## config.mk

```make
export PLATFORM = sky130hd
export DESIGN_NAME = gated_sixteen_bit_counter
export DESIGN_NICKNAME = d
export VERILOG_FILES = /design/src/inc/gated_counter_pkg.sv /design/src/logic/crystal_osc_32k.sv /design/src/logic/gated_sixteen_bit_counter.sv
export VERILOG_INCLUDE_DIRS = /design/src /design/src/inc
export SDC_FILE = /design/constraint.sdc
export NUM_CORES = 1
export LEC_CHECK = 0
export ABC_AREA = 1
export BUFFER_PORTS_ARGS = -buffer_cell sky130_fd_sc_hd__buf_2
export CORE_MARGIN = 5
export CORE_UTILIZATION = 39
export CTS_CLUSTER_DIAMETER = 120
export DETAILED_ROUTE_END_ITERATION = 6
export PLACE_DENSITY = 0.58
export RECOVER_POWER = 25
export SYNTH_ARGS = -nofsm -noshare
export SYNTH_HDL_FRONTEND = slang
export SYNTH_HIERARCHICAL = 1
export SYNTH_SLANG_ARGS = --single-unit
export TNS_END_PERCENT = 50
```

## constraint.sdc

```tcl
create_clock -name ref_clk -period 2.6 [get_ports ref_clk]
set_input_delay 0 -clock ref_clk [delete_from_list [all_inputs] [get_ports ref_clk]]
set_output_delay 0 -clock ref_clk [all_outputs]
set_load 0.01 [all_outputs]
```

## src/inc/gated_counter_params.svh

```systemverilog
// Constants for the gated sixteen bit counter
`ifndef GATED_COUNTER_PARAMS_SVH
`define GATED_COUNTER_PARAMS_SVH
`define CNT_WIDTH 16
`define CNT_RESET 16'h0000
`define PRESCALE_W 2
`define PRESCALE_RESET 2'h0
`define CLK_FREQ_HZ 40000000
`define CRYSTAL_FREQ_HZ 32768
`define CRYSTAL_HALF_CYCLES ((`CLK_FREQ_HZ / `CRYSTAL_FREQ_HZ) / 2)
`define GATE_SRC_W 2
`endif

```

## src/inc/gated_counter_pkg.sv

```systemverilog
// Types for the gated sixteen bit counter
package gated_counter_pkg;
    typedef enum logic [1:0] {PS_DIV1, PS_DIV2, PS_DIV4, PS_DIV8} prescale_select_t;
    typedef enum logic [1:0] {SRC_SYSTEM, SRC_EXT_PIN, SRC_CRYSTAL} clk_src_t;
    typedef struct packed {
        logic counterOn;
        logic syncBypass;
        clk_src_t clockSource;
        prescale_select_t prescaleSelect;
    } counter_control_t;
    typedef struct packed {
        logic gateModeEnable;
        logic gatePolarity;
        logic [1:0] gateSource;
    } gate_control_t;
    typedef struct packed {
        logic writeHigh;
        logic writeLow;
        logic [7:0] data;
    } count_write_t;
endpackage

```

## src/logic/crystal_osc_32k.sv

```systemverilog
// Model of the 32.768 kHz crystal oscillator as a clock-enable divider
`include "gated_counter_params.svh"
module crystal_osc_32k #(
    parameter int HALF_CYCLES = `CRYSTAL_HALF_CYCLES
) (
    // Clock and reset
    input wire logic ref_clk,
    input wire logic resetn,
    // Control
    input wire logic crystalOscEnable,
    // Oscillator output level and rising-edge pulse
    output logic crystalLevel_r,
    output logic crystalRise_r
);
    logic [15:0] halfCnt_r;

    always_ff @(posedge ref_clk or negedge resetn) begin
        if (!resetn) begin
            halfCnt_r <= 16'h0000;
            crystalLevel_r <= 1'b0;
            crystalRise_r <= 1'b0;
        end else if (!crystalOscEnable) begin
            halfCnt_r <= 16'h0000;
            crystalLevel_r <= 1'b0;
            crystalRise_r <= 1'b0;
        end else if (halfCnt_r == 16'(HALF_CYCLES - 1)) begin
            halfCnt_r <= 16'h0000;
            crystalLevel_r <= ~crystalLevel_r;
            crystalRise_r <= ~crystalLevel_r;
        end else begin
            halfCnt_r <= halfCnt_r + 16'h0001;
            crystalRise_r <= 1'b0;
        end
    end
endmodule

```

## src/logic/gated_sixteen_bit_counter.sv

```systemverilog
// Gated sixteen bit counter with prescaler, crystal source and gate control
// Functional notes
// - The input clock is divided by 1, 2, 4 or 8 according to the prescale select field.
// - The prescale counter is hidden from software and cleared by any write to either count byte.
// - The crystal oscillator runs while its enable bit is set, including during Sleep.
// - With the bypass bit set the resync stage after the prescaler is skipped and counting is asynchronous.
// - In asynchronous mode with an external source the counter runs in Sleep and its overflow can wake.
// - Mode switches may lose or add one increment, which is tolerated.
// - Reading either count byte during asynchronous counting returns a consistent value.
// - The counter counts freely or under gate control with a selectable gate source.
// - Gate mode is enabled by the gate mode bit and its polarity by the polarity bit.
// - With the gate enabling, the counter increments on each prescaler tick, one per 1, 2, 4 or 8 rising source edges.
// - Polarity 1 counts on gate high, polarity 0 counts on gate low, otherwise it holds.
`include "gated_counter_params.svh"
module gated_sixteen_bit_counter
    import gated_counter_pkg::*;
#(
    parameter int CRYSTAL_HALF = `CRYSTAL_HALF_CYCLES
) (
    // Clock and reset
    input wire logic ref_clk,
    input wire logic resetn,
    // Configuration
    input wire gated_counter_pkg::counter_control_t counterControl,
    input wire gated_counter_pkg::gate_control_t gateControl,
    input wire logic crystalOscEnable,
    input wire logic sleepMode,
    // Count byte writes
    input wire gated_counter_pkg::count_write_t countWrite,
    // Overflow flag clear
    input wire logic overflowClear,
    // External pins
    input wire logic counterClockPin,
    input wire logic gateInputPin,
    input wire logic [3:1] gateAltSources,
    // Status
    output logic [7:0] countHighByte_r,
    output logic [7:0] countLowByte_r,
    output logic overflowFlag_r,
    output logic wakeRequest_r,
    output logic crystalRunning_r
);
    import gated_counter_pkg::*;

    logic crystalRise;
    logic [2:0] clkPinSync_r;
    logic [1:0] gatePinSync_r;
    logic [3:1] gateAltSync0_r, gateAltSync1_r;
    logic [`PRESCALE_W+1:0] prescale_r;
    logic [`PRESCALE_W+1:0] prescale_nxt;
    logic srcRise;
    logic prescaleTick;
    logic prescaleTickSync_r;
    logic gateLevel;
    logic gateOpen;
    logic countStep;
    logic [`CNT_WIDTH-1:0] count_r;
    logic [`CNT_WIDTH-1:0] count_nxt;
    logic wrap;

    crystal_osc_32k #(.HALF_CYCLES(CRYSTAL_HALF)) crystalOsc (
        .ref_clk(ref_clk),
        .resetn(resetn),
        .crystalOscEnable(crystalOscEnable),
        .crystalLevel_r(),
        .crystalRise_r(crystalRise)
    );

    function automatic logic [3:0] divMask(input prescale_select_t sel);
        case (sel)
            PS_DIV1: divMask = 4'h0;
            PS_DIV2: divMask = 4'h1;
            PS_DIV4: divMask = 4'h3;
            default: divMask = 4'h7;
        endcase
    endfunction

    // Pin synchronisers; third stage only feeds the edge detector
    always_ff @(posedge ref_clk or negedge resetn) begin
        if (!resetn) begin
            clkPinSync_r <= 3'h0;
        end else begin
            clkPinSync_r <= {clkPinSync_r[1:0], counterClockPin};
        end
    end

    always_ff @(posedge ref_clk or negedge resetn) begin
        if (!resetn) begin
            gatePinSync_r <= 2'h0;
            gateAltSync0_r <= 3'h0;
            gateAltSync1_r <= 3'h0;
        end else begin
            gatePinSync_r <= {gatePinSync_r[0], gateInputPin};
            gateAltSync0_r <= gateAltSources;
            gateAltSync1_r <= gateAltSync0_r;
        end
    end

    // Source edge select
    always_comb begin
        case (counterControl.clockSource)
            SRC_SYSTEM: srcRise = 1'b1;
            SRC_EXT_PIN: srcRise = clkPinSync_r[1] & ~clkPinSync_r[2];
            SRC_CRYSTAL: srcRise = crystalRise;
            default: srcRise = 1'b0;
        endcase
    end

    // Prescaler, hidden from software
    always_comb begin
        prescale_nxt = prescale_r + 4'h1;
        prescaleTick = srcRise && ((prescale_r & divMask(counterControl.prescaleSelect)) ==
                                   divMask(counterControl.prescaleSelect));
    end

    always_ff @(posedge ref_clk or negedge resetn) begin
        if (!resetn) begin
            prescale_r <= 4'h0;
        end else if (countWrite.writeHigh || countWrite.writeLow) begin
            prescale_r <= 4'h0;
        end else if (prescaleTick) begin
            prescale_r <= 4'h0;
        end else if (srcRise) begin
            prescale_r <= prescale_nxt;
        end
    end

    // Resync stage adds one cycle when bypass is clear
    always_ff @(posedge ref_clk or negedge resetn) begin
        if (!resetn) begin
            prescaleTickSync_r <= 1'b0;
        end else begin
            prescaleTickSync_r <= prescaleTick;
        end
    end

    // Gate source and polarity
    always_comb begin
        case (gateControl.gateSource)
            2'h0: gateLevel = gatePinSync_r[1];
            2'h1: gateLevel = gateAltSync1_r[1];
            2'h2: gateLevel = gateAltSync1_r[2];
            default: gateLevel = gateAltSync1_r[3];
        endcase
        gateOpen = !gateControl.gateModeEnable || (gateLevel == gateControl.gatePolarity);
    end

    // Async mode takes the prescaler tick directly; a mode switch may drop or add one tick
    always_comb begin
        countStep = counterControl.counterOn && gateOpen &&
                    (counterControl.syncBypass ? prescaleTick : prescaleTickSync_r);
        if (!counterControl.syncBypass && sleepMode) begin
            countStep = 1'b0;
        end
        count_nxt = count_r + 16'h0001;
        wrap = countStep && (count_r == 16'hFFFF);
    end

    always_ff @(posedge ref_clk or negedge resetn) begin
        if (!resetn) begin
            count_r <= `CNT_RESET;
        end else if (countWrite.writeHigh) begin
            count_r <= {countWrite.data, count_r[7:0]};
        end else if (countWrite.writeLow) begin
            count_r <= {count_r[15:8], countWrite.data};
        end else if (countStep) begin
            count_r <= count_nxt;
        end
    end

    // Byte views are registered copies, always a settled value
    always_ff @(posedge ref_clk or negedge resetn) begin
        if (!resetn) begin
            countHighByte_r <= 8'h00;
            countLowByte_r <= 8'h00;
        end else begin
            countHighByte_r <= count_r[15:8];
            countLowByte_r <= count_r[7:0];
        end
    end

    // Overflow flag: set wins over clear
    always_ff @(posedge ref_clk or negedge resetn) begin
        if (!resetn) begin
            overflowFlag_r <= 1'b0;
        end else if (wrap) begin
            overflowFlag_r <= 1'b1;
        end else if (overflowClear) begin
            overflowFlag_r <= 1'b0;
        end
    end

    always_ff @(posedge ref_clk or negedge resetn) begin
        if (!resetn) begin
            wakeRequest_r <= 1'b0;
            crystalRunning_r <= 1'b0;
        end else begin
            wakeRequest_r <= sleepMode && wrap;
            crystalRunning_r <= crystalOscEnable;
        end
    end

    a_prescale_clear: assert property (@(posedge ref_clk) disable iff (!resetn)
        (countWrite.writeHigh || countWrite.writeLow) |=> prescale_r == 4'h0)
        else $error("prescaler not cleared by count write");
    a_div1_every: assert property (@(posedge ref_clk) disable iff (!resetn)
        (srcRise && counterControl.prescaleSelect == PS_DIV1) |-> prescaleTick)
        else $error("divide by one missed a tick");
    a_div8_spacing: assert property (@(posedge ref_clk) disable iff (!resetn)
        (prescaleTick && counterControl.prescaleSelect == PS_DIV8) |->
        prescale_r[2:0] == 3'h7 ##1 prescale_r == 4'h0)
        else $error("divide by eight tick misplaced");
    a_gate_hold: assert property (@(posedge ref_clk) disable iff (!resetn)
        (gateControl.gateModeEnable && gateLevel != gateControl.gatePolarity
         && !countWrite.writeHigh && !countWrite.writeLow) |=> count_r == $past(count_r))
        else $error("count moved with gate closed");
    a_wrap_flag: assert property (@(posedge ref_clk) disable iff (!resetn)
        wrap |=> overflowFlag_r && count_r == 16'h0000)
        else $error("wrap did not set overflow");
    a_sync_delay: assert property (@(posedge ref_clk) disable iff (!resetn)
        (!counterControl.syncBypass && countStep) |-> $past(prescaleTick))
        else $error("sync step without prior tick");
    a_async_direct: assert property (@(posedge ref_clk) disable iff (!resetn)
        (counterControl.syncBypass && counterControl.counterOn && gateOpen && prescaleTick) |-> countStep)
        else $error("async tick not counted");
    a_sleep_run: assert property (@(posedge ref_clk) disable iff (!resetn)
        (sleepMode && wrap) |=> wakeRequest_r ##1 overflowFlag_r)
        else $error("sleep overflow did not wake");
    a_byte_view: assert property (@(posedge ref_clk) disable iff (!resetn)
        1'b1 |=> countLowByte_r == $past(count_r[7:0]) && countHighByte_r == $past(count_r[15:8]))
        else $error("byte view inconsistent");

    c_wrap: cover property (@(posedge ref_clk) disable iff (!resetn) wrap);
    c_gated: cover property (@(posedge ref_clk) disable iff (!resetn)
        gateControl.gateModeEnable && countStep);
    c_sleep_wake: cover property (@(posedge ref_clk) disable iff (!resetn) wakeRequest_r);
    c_crystal_step: cover property (@(posedge ref_clk) disable iff (!resetn)
        counterControl.clockSource == SRC_CRYSTAL && countStep);
endmodule

```

==> flow_summary.yaml <==
routing:
  dr.pass1.iters: 4
  wl_per_cell_microns: 12.7
  drc: 0
  vias_per_cell: 4.73
  ant_nets: 0
  drtIter0Drc: 86
  routed_wirelength_microns: 7540
  vias: 2807
sta:
  finalCritPeriodShare_pct: 60.2
  hold_viol: 0
  fin_crit_ns: 1.57
  tns_ns: 0
  finalClockSkew_ns: 0.00629
  rsz0062_at_grt: "false"
  worstMarginPinSlew_ns: 0.795
  slew_violations: 0
  slew_headroom_pct: 47.0
  fmax_mhz: 639
  setup_viol: 0
worst_hold_path:
  worstHoldPathType: "input pin to register"
setup_path:
  path_class: "register to register"
  endpoint_kind: "register"
  critPathSlowestCell: "dfrtp_1"
  worst_setup_path_start_kind: "register"
  cp_cell_sequence: "nand3b_1, nand2_1, nand3_1, nand2_1, nand3_2, nand2_4, nand2_2, nand2_1, nand2_1"
  required_ns: 2.83
  path_common_cell: "nand2_1"
  worst-path-max-fanout: 9
  max_stage_delay_ns: 0.36
  cp.arrival_ns: 1.80
clocking:
  cts_resized: 0
  cts_tree: "built"
  cts_setup_buffers: 0
  cts_hold_buf: 13
  cts_buffers: 9
  clk_latency_ns: 0.34
  cts-root-buf: "clkbuf_8"
  clkSlewWorstSetupHoldPaths_ns: 0.08
  ctsLongestPathBuffers: 2
  cts.sinks: 68
  htreeDepth: 3
pwr:
  p_clk_share_pct: 41.3
  internal_power_w: 0.00192
  comb_power_share_pct: 11.8
  power.leakage_nw: 1.98
  total_power_w: 0.00260
  switchingPower_w: 0.000678
  pwr-share-seq_pct: 46.9
  peakVddDrop_uv: 370
  switching_share_pct: 26.1
  powerDensity_nw_per_um2: 637
layout:
  nets: 518
  syn2layout_area_growth_pct: 21.9
  antenna_cells: 0
  drive_above_1_share_pct: 17.0
floorplan:
  die_w_microns: 103
  ios: 49
  start_util_pct: 40.3
  dieArea_sq_um: 10500
  fp-row-count: 33
  coreArea_sq_um: 8300
  die_y_microns: 103
synth:
  syn_nets: 450
  async_flop_share_pct: 100
  yosys-top-cells-count: "114 x nand2_1, 68 x dfrtp_1, 59 x nand3_1"
  yosys.area.top_type: "dfrtp_1"
  synth_cell_type_count: 27
  synth_most_common_cell: "nand2_1"
  synth_ff_type: "dfrtp_1"
  syn_area_per_cell_sq_um: 8.05
  ys_seq_area_share_pct: 50.8
  synth-edff-count: 0
  ys_seq_elements: 68
  netlist_top_cells_area: "dfrtp_1 51%, nand2_1 13%, nand3_1 8.8%, nor2_1 5.5%, inv_1 4.6%"
  synth_top_area_share_pct: 50.8
  yosys_warnings: 6
  syn_area_sq_um: 3350
  synthCells: 416
global_route:
  grt_pass1_wl_microns: 12700
  use_met3_pct: 4.40
  grt_pass1_vias: 2753
  grt_max_degree: 36
  antenna_found_initial: 0
  overflow: 0
  use_met2_pct: 23.1
  grt-busiest-layer: "met2"
  met1_usage_pct: 21.1
  grt_usage_pct: 15.5
job:
  drv_cap: 0
placed_design:
  gp_congestion: 0.877
  hpwl_microns: 5580
  portBuffers: 48
run_status:
  status: "complete, no violations"
## critical path: cells and delay by family (launching register included)
| kind | cells | cell delay (ns) |
|---|---|---|
| flops | 1 | 0.36 |
| simple gates | 9 | 1.09 |
## through the flow
stage	util (%)	std cells	setup WS [ns]	area, sq um	hold WS [ns]
detailed placement	44.8	565	1.03	3720	0.109
CTS	49.3	594	1.01	4100	0.00276
global route	49.2	594	0.824	4080	0.0339
floorplan	-	416	1.28	3350	-0.296
global placement	44.8	565	1.09	3720	0.109
finish	49.2	594	1.03	4080	0.0157
## area by class of cell
cell class,count,area [sq um]
Clock inverter,6,111
Inverter,44,165
Fill cell,814,4220
Clock buffer,10,138
Tap cell,105,131
Timing Repair Buffer,62,377
Sequential cell,68,1700
Multi-Input combinational cell,299,1460
## state kept, by name (all words and copies together), names as in the netlist
name                       cells
crystalOsc/crystalLevel_r      1
gateAltSync1_r                 3
clkPinSync_r                   3
prescaleTickSync_r             1
crystalOsc/halfCnt_r          16
prescale_r                     3
count_r                       16
countHighByte_r                8
gatePinSync_r                  2
countLowByte_r                 8
wakeRequest_r                  1
overflowFlag_r                 1
gateAltSync0_r                 3
crystalRunning_r               1
crystalOsc/crystalRise_r       1
## power groups by stage
| stage | registers, W | clock network [W] | logic (W) |
|---|---|---|---|
| 2_1_floorplan | 0.00123 | 0 | 0.000168 |
| 3_3_place_gp | 0.00124 | 0 | 0.000298 |
| 3_5_place_dp | 0.00124 | 0 | 0.000301 |
| 4_1_cts | 0.00122 | 0.00112 | 0.000317 |
| 5_1_grt | 0.00123 | 0.00116 | 0.000353 |
| 6_report | 0.00122 | 0.00107 | 0.000306 |
## layout by cell type (no fill, tap or decap), types with 2 or more instances in the layout
master         instances
nor2_1                49
nand2_2               10
nand2_1              114
nand2_4                3
nor3_1                 4
nor2_4                 5
inv_1                 41
clkbuf_1              11
o21ai_0                8
xor2_1                 8
buf_2                 37
ha_1                   4
inv_2                  2
o21bai_1               2
o21ai_1                9
nand3_1               59
nor2_2                 7
dlygate4sd3_1         13
a21oi_1                5
nand4_1                7
dfrtp_1               68
clkbuf_8              10
bufinv_16              3
## routing by layer
layer / up-vias / part of all wire [%]
li1: 1458 / -
met1: 1280 / 48
met2: 60 / 45
met3: 9 / 5.1
met4: 0 / 2.2
met5: - / 0
## cell families (layout without fill, tap and decap cells)
group                      count (synthesis)  in the layout  synth area share, %
and+or+nand+nor                          261            261                 35.8
AOI/OAI and AO/OA                         25             25                 3.92
adders and majority gates                  4              4                 1.49
buffers and inverters                     49            122                 5.64
DFF                                       68             68                 50.8
xor gates and xnor gates                   9              9                 2.35
## worst paths after layout
path | start | endpoint | slack (ns) | cells past startpoint
worst max-delay path | clkPinSync_r[2] | count_r[3] | 1.03 | 9
worst min-delay path | countWrite[1] | count_r[9] | 0.02 | 5
worst max register to register | clkPinSync_r[2] | count_r[3] | 1.03 | 9
worst min register to register | gateAltSync0_r[2] | gateAltSync1_r[2] | 0.35 | 0
max in group asynchronous | resetn | countHighByte_r[1] | 1.68 | 3
min in group asynchronous | resetn | crystalOsc/halfCnt_r[0] | 0.28 | 2
Note: power is estimated with default switching activity, not from simulation.
